$ cat src/spsd_pkg.sv
// constants, register map and types for the serial status and data block
package spsd_pkg;
  // ==========================================================
  // register indices; byte address is four times the index
  localparam logic [5:0] IDX_CTRL = 6'h0d;
  localparam logic [5:0] IDX_STAT = 6'h0e;
  localparam logic [5:0] IDX_DATA = 6'h0f;
  localparam logic [7:0] ADDR_CTRL = {IDX_CTRL, 2'b00};
  localparam logic [7:0] ADDR_STAT = {IDX_STAT, 2'b00};
  localparam logic [7:0] ADDR_DATA = {IDX_DATA, 2'b00};
  // ==========================================================
  // control register fields
  localparam int CTRL_RIE  = 7;
  localparam int CTRL_MST  = 5;
  localparam int CTRL_CPOL = 4;
  localparam int CTRL_CPHA = 3;
  localparam int CTRL_ENA  = 1;
  localparam int CTRL_TIE  = 0;
  localparam logic [7:0] CTRL_RESET = 8'h28;
  localparam logic [7:0] CTRL_WMASK = 8'hbb;
  // ==========================================================
  // status and control register fields
  localparam int STAT_RXF = 7;
  localparam int STAT_EIE = 6;
  localparam int STAT_OVR = 5;
  localparam int STAT_MF  = 4;
  localparam int STAT_TXE = 3;
  localparam int STAT_MFE = 2;
  localparam int STAT_RHI = 1;
  localparam int STAT_RLO = 0;
  localparam logic [1:0] RATE_RESET = 2'h0;
  // ==========================================================
  // transfer framing
  localparam logic [3:0] LAST_EDGE = 4'hf;
  typedef enum logic [1:0] {
    ST_IDLE = 2'b01,
    ST_BUSY = 2'b10
  } spsd_state_t;
  // ==========================================================
  function automatic logic [7:0] rate_divisor(input logic [1:0] r);
    unique case (r)
      2'b00: rate_divisor = 8'h02;
      2'b01: rate_divisor = 8'h08;
      2'b10: rate_divisor = 8'h20;
      2'b11: rate_divisor = 8'h80;
    endcase
  endfunction
endpackage

$ cat src/spsd_top.sv
// serial peripheral status, error, rate and data buffer block with apb access
// Function
// byte landing in receive buffer sets rx full; irq when its enable set
// any data register read clears rx full; reset clears it
// error irq enable gates overrun and mode fault requests; reset clears
// byte arriving while rx full sets overrun; held byte kept, new lost
// overrun clears after status read seeing it, then data read
// slave: select rising mid-transfer faults; master: select low faults
// mode fault clears after status read seeing it, then control write
// tx buffer handing byte to shifter sets tx empty; irq when enabled
// software writes data register only while tx empty is high
// idle end moves queued byte to shifter within two cycles
// active slave defers shifter load until its transfer completes
// tx empty reads one after reset
// mode fault sets only with fault enable; clearing enable keeps flag
// master with fault enable low ignores select, pin released
// slave always uses select; fault enable only gates the flag
// rate field picks divisor 2, 8, 32, 128 in master; resets 00
// master serial clock is base clock over twice the divisor
// data writes fill tx buffer, reads return separate rx buffer
// software avoids read-modify-write on the data register
// slave when master bit 0 and select low; select high floats output
// error irq is gated or of both faults, merged with rx and tx
//
// Implementation choice: register access over APB.
`timescale 1ns/100ps
module spsd_top (
  input  wire logic        clk_sys,
  input  wire logic        rst,
  input  wire logic        psel,
  input  wire logic        penable,
  input  wire logic        pwrite,
  input  wire logic [7:0]  paddr,
  input  wire logic [31:0] pwdata,
  output logic      [31:0] prdata,
  output logic             pready,
  output logic             pslverr,
  input  wire logic        sck_i,
  output logic             sck_o,
  output logic             sck_oe,
  input  wire logic        mosi_i,
  output logic             mosi_o,
  output logic             mosi_oe,
  input  wire logic        miso_i,
  output logic             miso_o,
  output logic             miso_oe,
  input  wire logic        ss_n_i,
  output logic             ss_gpio_en,
  output logic             irq
);
  // ==========================================================
  // declarations
  logic [7:0]  ctrl_q;
  logic        eie_q;
  logic        mfe_q;
  logic [1:0]  rate_q;
  logic        rxf_q;
  logic        ovr_q;
  logic        mf_q;
  logic        txe_q;
  logic        ovr_seen_q;
  logic        mf_seen_q;
  logic [7:0]  tx_buf_q;
  logic [7:0]  rx_buf_q;
  logic [7:0]  sh_q;
  logic        out_q;
  logic        sck_q;
  logic [3:0]  edge_q;
  logic [31:0] prdata_q;
  logic [2:0]  sck_s_q;
  logic [1:0]  mosi_s_q;
  logic [1:0]  miso_s_q;
  logic [2:0]  ss_s_q;
  spsd_pkg::spsd_state_t state_q;
  logic        access;
  logic        rd_s;
  logic        rd_d;
  logic        wr_c;
  logic        wr_s;
  logic        wr_d;
  logic        mapped;
  logic [7:0]  stat_rd;
  logic        master;
  logic        ena;
  logic        cpha;
  logic        slave_act;
  logic        mst_run;
  logic        busy;
  logic        ss_low;
  logic        ss_rise;
  logic        ss_fall;
  logic        sck_edge;
  logic        tick;
  logic        edge_ev;
  logic        start0;
  logic        load;
  logic        sample;
  logic        done;
  logic        din;
  logic [7:0]  rx_byte;
  logic        full_now;
  logic        ovr_clr;
  logic        mf_set;
  logic        mf_clr;

  function automatic logic hit(input logic [7:0] a, input logic [7:0] r);
    hit = (a == r);
  endfunction

  // ==========================================================
  // apb slave: zero wait states, read data captured in setup
  assign access  = psel & penable;
  assign rd_s    = access & ~pwrite & hit(paddr, spsd_pkg::ADDR_STAT);
  assign rd_d    = access & ~pwrite & hit(paddr, spsd_pkg::ADDR_DATA);
  assign wr_c    = access & pwrite & hit(paddr, spsd_pkg::ADDR_CTRL);
  assign wr_s    = access & pwrite & hit(paddr, spsd_pkg::ADDR_STAT);
  assign wr_d    = access & pwrite & hit(paddr, spsd_pkg::ADDR_DATA);
  assign mapped  = hit(paddr, spsd_pkg::ADDR_CTRL) | hit(paddr, spsd_pkg::ADDR_STAT)
                 | hit(paddr, spsd_pkg::ADDR_DATA);
  assign pready  = 1'b1;
  assign pslverr = access & ~mapped;
  assign prdata  = prdata_q;
  assign stat_rd = {rxf_q, eie_q, ovr_q, mf_q, txe_q, mfe_q, rate_q};

  always_ff @(posedge clk_sys) begin
    if (rst) begin
      prdata_q <= 32'h0000_0000;
    end else if (psel & ~penable & ~pwrite) begin
      prdata_q <= 32'h0000_0000;
      if (hit(paddr, spsd_pkg::ADDR_CTRL)) begin
        prdata_q[7:0] <= ctrl_q;
      end
      if (hit(paddr, spsd_pkg::ADDR_STAT)) begin
        prdata_q[7:0] <= stat_rd;
      end
      if (hit(paddr, spsd_pkg::ADDR_DATA)) begin
        prdata_q[7:0] <= rx_buf_q;
      end
    end
  end

  // ==========================================================
  // control and configuration registers
  always_ff @(posedge clk_sys) begin
    if (rst) begin
      ctrl_q <= spsd_pkg::CTRL_RESET;
    end else if (wr_c) begin
      ctrl_q <= pwdata[7:0] & spsd_pkg::CTRL_WMASK;
    end
  end

  always_ff @(posedge clk_sys) begin
    if (rst) begin
      eie_q  <= 1'b0;
      mfe_q  <= 1'b0;
      rate_q <= spsd_pkg::RATE_RESET;
    end else if (wr_s) begin
      eie_q  <= pwdata[spsd_pkg::STAT_EIE];
      mfe_q  <= pwdata[spsd_pkg::STAT_MFE];
      rate_q <= pwdata[spsd_pkg::STAT_RHI:spsd_pkg::STAT_RLO];
    end
  end

  assign master     = ctrl_q[spsd_pkg::CTRL_MST];
  assign ena        = ctrl_q[spsd_pkg::CTRL_ENA];
  assign cpha       = ctrl_q[spsd_pkg::CTRL_CPHA];
  assign slave_act  = ena & ~master;
  // a faulted master lets go of its outputs until software clears the fault
  assign mst_run    = ena & master & ~mf_q;
  assign ss_gpio_en = ena & master & ~mfe_q;

  // ==========================================================
  // pin synchronisers; stage 0 is read only by stage 1
  always_ff @(posedge clk_sys) begin
    if (rst) begin
      sck_s_q  <= 3'h0;
      mosi_s_q <= 2'h0;
      miso_s_q <= 2'h0;
      ss_s_q   <= 3'h7;
    end else begin
      sck_s_q  <= {sck_s_q[1:0], sck_i};
      mosi_s_q <= {mosi_s_q[0], mosi_i};
      miso_s_q <= {miso_s_q[0], miso_i};
      ss_s_q   <= {ss_s_q[1:0], ss_n_i};
    end
  end

  assign ss_low   = ~ss_s_q[1];
  assign ss_rise  = ss_s_q[1] & ~ss_s_q[2];
  assign ss_fall  = ~ss_s_q[1] & ss_s_q[2];
  assign sck_edge = sck_s_q[1] ^ sck_s_q[2];
  assign din      = master ? miso_s_q[1] : mosi_s_q[1];

  // ==========================================================
  // transfer sequencing
  assign busy = (state_q == spsd_pkg::ST_BUSY);

  spsd_baud u_baud (
    .clk_sys (clk_sys),
    .rst     (rst),
    .run     (mst_run & busy),
    .rate    (rate_q),
    .tick    (tick)
  );

  // a slave ignores the serial clock while deselected
  assign edge_ev = mst_run ? tick
                 : (slave_act & ss_low & sck_edge & (busy | cpha));
  assign start0  = slave_act & ~cpha & ss_fall;
  // only an idle end accepts a byte into its shifter
  assign load    = ena & ~busy & ~txe_q & ~edge_ev & ~start0;
  assign sample  = edge_ev & (edge_q[0] == cpha);
  assign done    = busy & edge_ev & (edge_q == spsd_pkg::LAST_EDGE);
  assign rx_byte = cpha ? {sh_q[6:0], din} : sh_q;

  always_ff @(posedge clk_sys) begin
    if (rst | ~ena) begin
      state_q <= spsd_pkg::ST_IDLE;
      edge_q  <= 4'h0;
    end else begin
      unique case (state_q)
        spsd_pkg::ST_IDLE: begin
          edge_q <= edge_ev ? 4'h1 : 4'h0;
          if ((mst_run & load) | start0 | (slave_act & edge_ev)) begin
            state_q <= spsd_pkg::ST_BUSY;
          end
        end
        spsd_pkg::ST_BUSY: begin
          if (done | (master & mf_q)) begin
            state_q <= spsd_pkg::ST_IDLE;
            edge_q  <= 4'h0;
          end else if (start0) begin
            edge_q <= 4'h0;
          end else if (edge_ev) begin
            edge_q <= edge_q + 4'h1;
          end
        end
      endcase
    end
  end

  always_ff @(posedge clk_sys) begin
    if (rst) begin
      sh_q <= 8'h00;
    end else if (load) begin
      sh_q <= tx_buf_q;
    end else if (sample) begin
      sh_q <= {sh_q[6:0], din};
    end
  end

  always_ff @(posedge clk_sys) begin
    if (rst) begin
      out_q <= 1'b0;
    end else if (load) begin
      out_q <= tx_buf_q[7];
    end else if (start0 | (edge_ev & ~sample)) begin
      out_q <= sh_q[7];
    end
  end

  always_ff @(posedge clk_sys) begin
    if (rst | ~busy | ~mst_run) begin
      sck_q <= ctrl_q[spsd_pkg::CTRL_CPOL];
    end else if (tick) begin
      sck_q <= ~sck_q;
    end
  end

  assign sck_o   = sck_q;
  assign sck_oe  = mst_run;
  assign mosi_o  = out_q;
  assign mosi_oe = mst_run;
  assign miso_o  = out_q;
  assign miso_oe = slave_act & ss_low;

  // ==========================================================
  // data buffers
  always_ff @(posedge clk_sys) begin
    if (wr_d) begin
      tx_buf_q <= pwdata[7:0];
    end
  end

  // a read in the completing cycle frees the buffer in time
  assign full_now = rxf_q & ~rd_d;

  always_ff @(posedge clk_sys) begin
    if (done & ~full_now) begin
      rx_buf_q <= rx_byte;
    end
  end

  // ==========================================================
  // status flags; a hardware set wins over a software clear
  always_ff @(posedge clk_sys) begin
    if (rst) begin
      rxf_q <= 1'b0;
    end else if (done & ~full_now) begin
      rxf_q <= 1'b1;
    end else if (rd_d) begin
      rxf_q <= 1'b0;
    end
  end

  assign ovr_clr = rd_d & ovr_seen_q;

  always_ff @(posedge clk_sys) begin
    if (rst) begin
      ovr_q <= 1'b0;
    end else if (done & full_now) begin
      ovr_q <= 1'b1;
    end else if (ovr_clr) begin
      ovr_q <= 1'b0;
    end
  end

  always_ff @(posedge clk_sys) begin
    if (rst | ovr_clr) begin
      ovr_seen_q <= 1'b0;
    end else if (rd_s & prdata_q[spsd_pkg::STAT_OVR]) begin
      ovr_seen_q <= 1'b1;
    end
  end

  assign mf_set = mfe_q & ((slave_act & busy & ss_rise)
                | (ena & master & ss_low));
  assign mf_clr = wr_c & mf_seen_q;

  always_ff @(posedge clk_sys) begin
    if (rst) begin
      mf_q <= 1'b0;
    end else if (mf_set) begin
      mf_q <= 1'b1;
    end else if (mf_clr) begin
      mf_q <= 1'b0;
    end
  end

  always_ff @(posedge clk_sys) begin
    if (rst | mf_clr) begin
      mf_seen_q <= 1'b0;
    end else if (rd_s & prdata_q[spsd_pkg::STAT_MF]) begin
      mf_seen_q <= 1'b1;
    end
  end

  always_ff @(posedge clk_sys) begin
    if (rst) begin
      txe_q <= 1'b1;
    end else if (load) begin
      txe_q <= 1'b1;
    end else if (wr_d) begin
      txe_q <= 1'b0;
    end
  end

  assign irq = (rxf_q & ctrl_q[spsd_pkg::CTRL_RIE])
             | (txe_q & ctrl_q[spsd_pkg::CTRL_TIE])
             | ((ovr_q | mf_q) & eie_q);
endmodule

$ cat src/spsd_baud.sv
// master serial clock half-period tick generator
`timescale 1ns/100ps
module spsd_baud (
  input  wire logic       clk_sys,
  input  wire logic       rst,
  input  wire logic       run,
  input  wire logic [1:0] rate,
  output logic            tick
);
  logic [7:0] cnt_q;
  logic [7:0] div;

  assign div  = spsd_pkg::rate_divisor(rate);
  // one tick every divisor cycles: a toggle per tick gives clk/(2*div)
  assign tick = run & (cnt_q == div - 8'h01);

  always_ff @(posedge clk_sys) begin
    if (rst | ~run | tick) begin
      cnt_q <= 8'h00;
    end else begin
      cnt_q <= cnt_q + 8'h01;
    end
  end
endmodule

$ cat config.mk
export PLATFORM = sky130hd
export DESIGN_NAME = spsd_top
export DESIGN_NICKNAME = d
export VERILOG_FILES = /design/src/spsd_pkg.sv /design/src/spsd_top.sv /design/src/spsd_baud.sv
export SDC_FILE = /design/constraint.sdc
export NUM_CORES = 1
export LEC_CHECK = 0
export BUFFER_PORTS_ARGS = -buffer_cell sky130_fd_sc_hd__buf_2
export CAP_MARGIN = 10
export CORE_UTILIZATION = 51
export DETAILED_ROUTE_END_ITERATION = 6
export HOLD_SLACK_MARGIN = 0.06
export PLACE_DENSITY = 0.85
export SYNTH_ARGS = -nofsm -noshare
export SYNTH_HDL_FRONTEND = slang
export SYNTH_SLANG_ARGS = --single-unit
$ cat constraint.sdc
create_clock -name clk_sys -period 4.3 [get_ports clk_sys]
set_input_delay 0.215 -clock clk_sys [delete_from_list [all_inputs] [get_ports clk_sys]]
set_output_delay 0.215 -clock clk_sys [all_outputs]
set_load 0.01 [all_outputs]
==> flow_summary.toml, run 1 <==
[die]
ioPinCount = 91
rows = 30
die_x_um = 86.6
core_sq_um = 6870
die_h_um = 86.6
initial_utilization_pct = 53.2
dieArea_sq_um = 7510

[detailed_routing]
drt_pass1_iterations = 5
vias = 2876
wl_um = 7810
drtAntennaViolNets = 0
vias_per_cell = 5.71
dr.first_iter.drc_count = 200
drc = 0
wl_per_cell_um = 15.5

[setup_path]
start_kind = "flop"
worstPathRequired_ps = 4290
crit_slowest_cell = "nor2b_1"
arrival_ps = 3040
cp_cell_sequence = "or2b_2, ha_1, xnor2_1, nor4b_4, o211a_4, o21ai_0, buf_4, nor2b_1"
critPathKind = "flop to flop"
max_stage_delay_ps = 520
crit_path_end_kind = "flop"
worstPathMaxFanout = 14

[placement]
dp.cells = 482
hpwl_um = 5350
dpl-instance-area_sq_um = 3750
portBuffers = 41
gp_congestion = 0.840

[power]
power_density_nw_per_um2 = 339
leakage_nw = 1.59
vdd_drop_max_uv = 278

[flow_run]
cap_violations = 0

[logic_synthesis]
async_flop_share_pct = 0
ys_seq_area_share_pct = 45.2
synth_cell_type_count = 59
synth_area_per_cell_sq_um = 10.0
yosysWarnings = 0
netlist_area_sq_um = 3650
synth-seq-cells = 74
synth-edff-count = 17
synthCells = 364
ys.flop_type = "dfxtp_1"

[global_routing]
antenna_found_initial = 0
grt_first_pass_wirelength_um = 12300
track_usage_pct = 21.6
grt_overflow = 0
grt_max_degree = 51
grt_pass1_vias = 2617

[layout]
final_area_sq_um = 4030
drive_gt1_share_pct = 22.1
regArea_sq_um = 1650
areaGrowthSynthToFinish_pct = 10.3
antenna_cells = 0
multi_input_area_sq_um = 1750
fillers = 611
fin_nets = 455
fin_cells = 504

[clock_network]
cts_inserted_buffers = 9
worst_skew_pair.late_latency_ps = 350
htree_levels = 3
cts_sinks = 74
postCtsSetupRepairBufs = 0
cts_max_path_buffers = 2
tritoncts = "done"
clockRootBuffer = "clkbuf_8"
clk_pin_slew_ps = 80

[hold_path]
hold_path.class = "input pin to flop"

[timing]
worstMarginPinSlew_ps = 921
setup_viol_count_final = 0
post-route-min-period_ps = 3040
tns_ps = 0
hold_viol = 0
max_slew_margin_pct = 38.3
rsz0062_at_grt = "no"
drv_slew = 0
post-route-period-util_pct = 70.8
fin_skew_ps = 11.4
fmax_mhz = 329

[status]
run_status = "complete, no violations"
[synth_stat cells (all sizes together) (2+ instances only)]
library cell / instances / area (sq um)
dfxtp: 57 / 1140
nor2: 42 / 158
buf: 29 / 229
nand3: 19 / 100
edfxtp: 17 / 510
clkbuf: 14 / 92.6
mux2i: 14 / 140
nor2b: 14 / 87.6
mux2: 13 / 146
o21ai: 12 / 60.1
nand2: 11 / 41.3
a21oi: 9 / 45.0
o211ai: 9 / 67.6
xor2: 8 / 70.1
a22oi: 7 / 52.6
a311oi: 7 / 61.3
and3: 7 / 43.8
a22o: 6 / 55.1
nor3: 6 / 35.0
a211o: 5 / 45.0
nand4: 5 / 31.3
inv: 4 / 15.0
nand2b: 4 / 25.0
or2: 4 / 25.0
a31oi: 3 / 18.8
ha: 3 / 37.5
nand3b: 3 / 22.5
xnor2: 3 / 26.3
a31o: 2 / 17.5
and2: 2 / 12.5
and3b: 2 / 17.5
conb: 2 / 7.51
nor3b: 2 / 20.0
o211a: 2 / 27.5
or3b: 2 / 17.5
[sequential cells by signal, summed over array words and instances (netlist names), 2 cells and up]
signal,flops
sck_s_q,3
tx_buf_q,8
miso_s_q,2
sh_q,8
state_q,2
mosi_s_q,2
ctrl_q,6
ss_s_q,3
rate_q,2
u_baud.cnt_q,8
rx_buf_q,8
prdata,8
edge_q,4
[logic make-up after synthesis]
kind of cell / after synthesis / synth area share [%]
mux: 27 / 7.84
simple gates: 129 / 19.2
compound gates: 71 / 14.7
flops: 74 / 45.2
xor+xnor: 11 / 2.64
fa+ha+maj: 3 / 1.03
buf+inv: 47 / 9.21
other cells: 2 / 0.206
[through the flow]
stage          setup WS [ps]  hold slack, ps  power [mW]  utilization (%)
6_report                1260            84.1        1.37             58.7
5_1_grt                 1060            66.3        1.40             58.7
4_1_cts                 1250            70.7        1.37             58.7
3_5_place_dp            1280             404       0.781             54.6
3_3_place_gp            1370             392       0.779             54.6
2_1_floorplan           1670             314       0.781                -
[placed cells by master (no fill, tap or decap), types with 4 or more instances in the layout]
| cell type | count |
|---|---|
| mux2_2 | 13 |
| a211o_1 | 4 |
| or2_2 | 4 |
| o211ai_1 | 9 |
| nor2_1 | 42 |
| buf_2 | 41 |
| nand3_1 | 18 |
| clkbuf_8 | 9 |
| dlygate4sd3_1 | 6 |
| xor2_1 | 8 |
| dfxtp_1 | 57 |
| a22oi_1 | 7 |
| nor3_1 | 5 |
| inv_1 | 4 |
| and3_1 | 7 |
| o21ai_0 | 12 |
| a22o_1 | 4 |
| edfxtp_1 | 17 |
| nand2b_1 | 4 |
| conb_1 | 25 |
| nand4_1 | 5 |
| nor2b_1 | 14 |
| a311oi_1 | 7 |
| a21oi_1 | 9 |
| nand2_1 | 11 |
| mux2i_1 | 14 |
[critical path: cells and delay by family, from the launching register on]
family,cells,cell delay (ps)
simple gates,3,1230
flops,1,420
compound gates,2,400
fa+ha+maj,1,290
buf+inv,1,170
xor+xnor,1,160
[per-layer routing]
metal | up-vias | routed length [um] | GRT usage [%]
li1 | 1357 | - | -
met1 | 1371 | 3260 | 25.8
met2 | 131 | 3890 | 36.2
met3 | 17 | 500 | 6.76
met4 | 0 | 163 | 8.33
met5 | - | 0 | 0
[final cells by class]
class,instances,share of cell area [%]
flip-flops and latches,74,41.0
multi-input cells,266,43.5
repair buffers,48,6.77
clock inverters,6,2.24
well taps,96,2.98
inverters,4,0.373
clock buffers,10,3.17
[path summary, 6_finish.rpt]
path              startpoint          end  slack (ps)  cells after the start
hold / removal         sck_i   sck_s_q[0]          80                      2
hold reg to reg    ss_s_q[0]    ss_s_q[1]         410                      1
setup reg to reg   rate_q[0]  rx_buf_q[1]        1260                      8
setup / recovery   rate_q[0]  rx_buf_q[1]        1260                      8
[power by group]
group	switching (mW)	internal, mW
Clock	0.267	0.329
Combinational	0.0347	0.0215
Sequential	0.00149	0.712
[timing repair]
action / 4_1_cts / 5_1_grt
hold buffers: 6 / 0
setup endpoints to repair: 0 / 0
gates resized for setup: 0 / 0
hold endpoints to repair: 6 / 0
No activity file was read; power rests on OpenSTA's default activity.
==> run 2: changes to the inputs <==
- clock period: 4.3 -> 3 ns (I/O delays scaled with it)
==> flow_summary.toml, run 2 (synthesis results as in run 1) <==
[power]
p_comb_share_pct = 4.8
leakage_nw = 1.61
power_frac_seq_pct = 56.6
vdd_drop_max_uv = 244
p_total_mw = 1.81
pwr-share-clk_pct = 38.6
netSwitchingPower_uw = 403
switching_share_pct = 22.3
power_density_nw_per_um2 = 443
p_int_mw = 1.40

[timing]
worstMarginPinSlew_ps = 895
worst_slack_ps = 335
fin_skew_ps = 7.26
hold_viol = 0
fmax_mhz = 375
rsz0062_at_grt = "no"
post-route-period-util_pct = 88.8
post-route-min-period_ps = 2670
max_slew_margin_pct = 40.0
tns_ps = 0
drv_slew = 0
finalHoldWorstSlack_ps = 251
setup_viol_count_final = 0

[detailed_routing]
drtAntennaViolNets = 0
wl_um = 7560
drc = 0
drt_pass1_iterations = 5
vias = 2801
vias_per_cell = 5.45
wl_per_cell_um = 14.7
dr.first_iter.drc_count = 121

[layout]
multi_input_area_sq_um = 1750
final_util_pct = 59.3
layout.cells.most_common_list = "dfxtp_1 (57), nor2_1 (42), buf_2 (41)"
antenna_cells = 0
drive_gt1_share_pct = 22.0
areaGrowthSynthToFinish_pct = 11.6
fillers = 596
fin_cells = 514
fin_nets = 465
regArea_sq_um = 1650
final_area_sq_um = 4080
layout_commonest_cell = "dfxtp_1"

[global_routing]
grt_pass1_vias = 2581
grt_first_pass_wirelength_um = 12200
track_usage_pct = 21.3
antenna_found_initial = 0
grt_overflow = 0
grt_max_degree = 30
globalRouteMet3Util_pct = 6.19
grt_use_met1_pct = 26.6
grt_busiest_layer = "met2"
use_met2_pct = 35.7

[hold_path]
hold_end = "ctrl_q[7]"
hold_path.class = "input pin to flop"
hold_start = "rst"
whs_path_depth = 2

[die]
die_x_um = 86.6
core_sq_um = 6870
rows = 30
initial_utilization_pct = 53.2
die_h_um = 86.6
ioPinCount = 91
dieArea_sq_um = 7510

[clock_network]
cts_sinks = 74
clockRootBuffer = "clkbuf_8"
cts_inserted_buffers = 9
post_cts_resized = 0
tritoncts = "done"
worst_skew_pair.late_latency_ps = 350
clk_pin_slew_ps = 70
cts_max_path_buffers = 2
htree_levels = 3

[status]
run_status = "complete, no violations"

[setup_path]
crit_slowest_cell = "dfxtp_1"
r2r-end = "rx_buf_q[1]"
timing.critical_path.from = "rate_q[0]"
max_stage_delay_ps = 440
worstPathMaxFanout = 14
worstPathRequired_ps = 3060
r2r_cells = 8
r2r_setup_slack_ps = 330
cp_cell_sequence = "or2b_2, ha_1, xnor2_1, nor4b_4, o211a_4, o21ai_0, nor2b_1, buf_4"
r2r_start = "rate_q[0]"
critPathKind = "flop to flop"
arrival_ps = 2720
start_kind = "flop"
crit_path_end_kind = "flop"

[flow_run]
cap_violations = 0

[placement]
portBuffers = 41
dpl-instance-area_sq_um = 3780
gp_congestion = 0.841
hpwl_um = 5270
dp_slack_ps = 373
dp.cells = 486
## run 2: per-layer routing
metal / wire, um / up-vias / share of wire [%]
met4: 124 / 0 / 1.6
met3: 465 / 13 / 6.2
met5: 0 / - / 0
met2: 3580 / 93 / 47
met1: 3390 / 1328 / 45
li1: - / 1367 / -
## run 2: worst max path at each step
stage | to | cells past startpoint
3_5_place_dp | rx_buf_q[6] | 8
3_3_place_gp | rx_buf_q[0] | 8
4_1_cts | rx_buf_q[1] | 8
6_report | rx_buf_q[1] | 8
2_1_floorplan | rx_buf_q[0] | 7
5_1_grt | rx_buf_q[1] | 8
## run 2: power by group through the flow
stage	Sequential (mW)	Clock (mW)	Combinational, mW
CTS	1.02	0.712	0.0855
global route	1.02	0.752	0.0943
global placement	1.05	0	0.0718
floorplan	1.05	0	0.0744
finish	1.02	0.697	0.0861
detailed placement	1.05	0	0.0736
## run 2: area by class of cell
class | count | share of cell area [%]
clock buffers | 14 | 3.99
clock inverters | 2 | 0.307
inverters | 4 | 0.368
multi-input cells | 266 | 43.0
flip-flops and latches | 74 | 40.5
well taps | 96 | 2.95
repair buffers | 58 | 8.90
## run 2: critical path, delay by kind of cell, from the launching register on
family	cells	cell delay (ps)
AND/OR/NAND/NOR	3	850
buffers and inverters	1	180
AO/OA/AOI/OAI	2	450
flip-flops	1	440
adder cells (fa/ha/maj)	1	290
XOR/XNOR	1	160
## run 2: what timing repair did
action | CTS | global route
endpoints found under the setup margin | 0 | 0
buffers inserted | 0 | 0
hold buffers | 12 | 0
hold endpoints to repair | 17 | 0
==> run 3: changes to the inputs <==
- ABC_AREA: unset -> 1
- CTS_CLUSTER_DIAMETER: unset -> 200
==> flow_summary.toml, run 3 <==
[power]
vdd_drop_max_uv = 285
pwr-share-clk_pct = 39.6
p_comb_share_pct = 5.0
leakage_nw = 1.80
netSwitchingPower_uw = 417
p_int_mw = 1.44
switching_share_pct = 22.4
power_frac_seq_pct = 55.5
power_density_nw_per_um2 = 466
p_total_mw = 1.86

[setup_path]
start_kind = "flop"
arrival_ps = 2380
critPathKind = "flop to flop"
timing.critical_path.from = "rate_q[1]"
worstPathMaxFanout = 8
crit_path_end_kind = "flop"
worstPathRequired_ps = 2990
r2r_start = "rate_q[1]"

[detailed_routing]
dr.first_iter.drc_count = 251
wl_per_cell_um = 12.7
drc = 0
drtAntennaViolNets = 0
drt_pass1_iterations = 5
vias_per_cell = 5.19
wl_um = 7560
vias = 3076

[logic_synthesis]
async_flop_share_pct = 0
netlist_area_sq_um = 3530
ys_top_cells_by_count = "nand2_1 (104), dfxtp_1 (57), nor2_1 (54)"
yosysWarnings = 0
synthXorXnorAreaFrac_pct = 1.49
synth_compound_area_share_pct = 11.3
synth-seq-cells = 74
synth_largest_area_cell = "dfxtp_1"
yosys.area_share.simple_pct = 26.3
yosysMostFrequentCell = "nand2_1"
synthCells = 459
synth-edff-count = 17
synthMuxAreaShare_pct = 0
synth_top_family_by_area = "simple AND/OR/NAND/NOR gates"
ys_top_cells_by_area = "dfxtp_1 (32%), edfxtp_1 (14%), nand2_1 (11%)"
synth_fa_ha_area_share_pct = 1.06
synth_area_per_cell_sq_um = 7.69
synth_top_area_share_pct = 32.3
ys_seq_area_share_pct = 46.8
synth_cell_type_count = 36
ys.flop_type = "dfxtp_1"

[timing]
setup_viol_count_final = 0
fin_skew_ps = 8.61
max_slew_margin_pct = 39.7
rsz0062_at_grt = "no"
tns_ps = 0
fmax_mhz = 419
hold_viol = 0
post-route-min-period_ps = 2390
worstMarginPinSlew_ps = 901
post-route-period-util_pct = 79.6
finalHoldWorstSlack_ps = 157
drv_slew = 0

[layout]
layout_commonest_cell = "nand2_1"
layout.cells.most_common_list = "nand2_1 (104), dfxtp_1 (57), nor2_1 (54)"
drive_gt1_share_pct = 14.9
fin_nets = 563
antenna_cells = 0
areaGrowthSynthToFinish_pct = 13.0
fillers = 571
regArea_sq_um = 1650
multi_input_area_sq_um = 1510
final_area_sq_um = 3990
final_util_pct = 61.1

[clock_network]
cts_inserted_buffers = 9
clockRootBuffer = "clkbuf_8"
htree_levels = 3
cts_max_path_buffers = 2
tritoncts = "done"
postCtsSetupRepairBufs = 0
clk_pin_slew_ps = 80
worst_skew_pair.late_latency_ps = 350
cts_sinks = 74

[hold_path]
hold_path.class = "input pin to flop"
hold_start = "rst"

[placement]
portBuffers = 41
gp_congestion = 0.936
hpwl_um = 5430
dpl-instance-area_sq_um = 3680

[die]
die_x_um = 85.2
core_sq_um = 6530
ioPinCount = 91
die_h_um = 85.2
dieArea_sq_um = 7260
rows = 29
initial_utilization_pct = 54.1

[global_routing]
antenna_found_initial = 0
grt_first_pass_wirelength_um = 12100
grt_max_degree = 31
grt_overflow = 0
grt_pass1_vias = 2758
track_usage_pct = 21.6

[flow_run]
cap_violations = 0

[status]
run_status = "complete, no violations"
## run 3: cell types whose count changed after synthesis, moves of 13 or more
cell / delta
a21oi_1: +16
o21ai_0: +15
inv_1: +45
mux2_2: -13
nand2_1: +93
mux2i_1: -14
nor2b_1: -14
## run 3: kinds of logic (layout without fill, tap and decap cells)
family / after synthesis / after routing
buf+inv: 92 / 126
flops: 74 / 74
compound gates: 73 / 73
other cells: 2 / 25
xor+xnor: 6 / 6
simple gates: 209 / 209
fa+ha+maj: 3 / 3
## run 3: what timing repair did
action                                 4_1_cts  5_1_grt
endpoints found under the hold margin       14        0
resized for setup                            0        0
hold buffers                                12        0
## run 3: power by group through the flow
stage	combinational, mW	clock [mW]	sequential, mW
after global placement	0.0773	0	1.05
after floorplan	0.0705	0	1.06
after CTS	0.0911	0.748	1.03
after global routing	0.103	0.793	1.03
final	0.0922	0.736	1.03
after detailed placement	0.0789	0	1.05
## run 3: critical path: stages, from the launching register on
cell and delay (ps):
dfxtp_1 340, inv_1 90, nand2_1 80, ha_1 300, inv_1 40, nand2_1 50
nand2_1 70, nor3_1 210, nand2_2 130, nand2_4 140, nand2_2 90, nor2_1 480
## run 3: cell type report
cell class                      count  share of cell area, %
Clock buffer                       10                   3.20
Timing Repair Buffer               54                   8.34
Tap cell                           77                   2.42
Clock inverter                      6                   1.44
Sequential cell                    74                   41.4
Inverter                           56                   5.30
Multi-Input combinational cell    316                   37.9
## run 3: worst paths after layout
kind / endpoint / slack, ps / depth (start not counted)
setup reg to reg: rx_buf_q[3] / 610 / 11
hold / removal: miso_s_q[1] / 160 / 2
hold reg to reg: miso_s_q[1] / 400 / 2
setup / recovery: rx_buf_q[3] / 610 / 11
## run 3: metal layers
layer | track usage (%) | wire length (um) | up-vias
met4 | 10.5 | 127 | 0
met2 | 35.0 | 3520 | 147
met5 | 0 | 0 | -
li1 | - | - | 1538
met1 | 27.1 | 3330 | 1378
met3 | 5.45 | 587 | 13
## run 3: through the flow
step                      cells  worst slack, ps
after floorplan             482              848
after global placement      565              676
after detailed placement    565              630
after CTS                   593              611
after global routing        593              400
final                       593              611
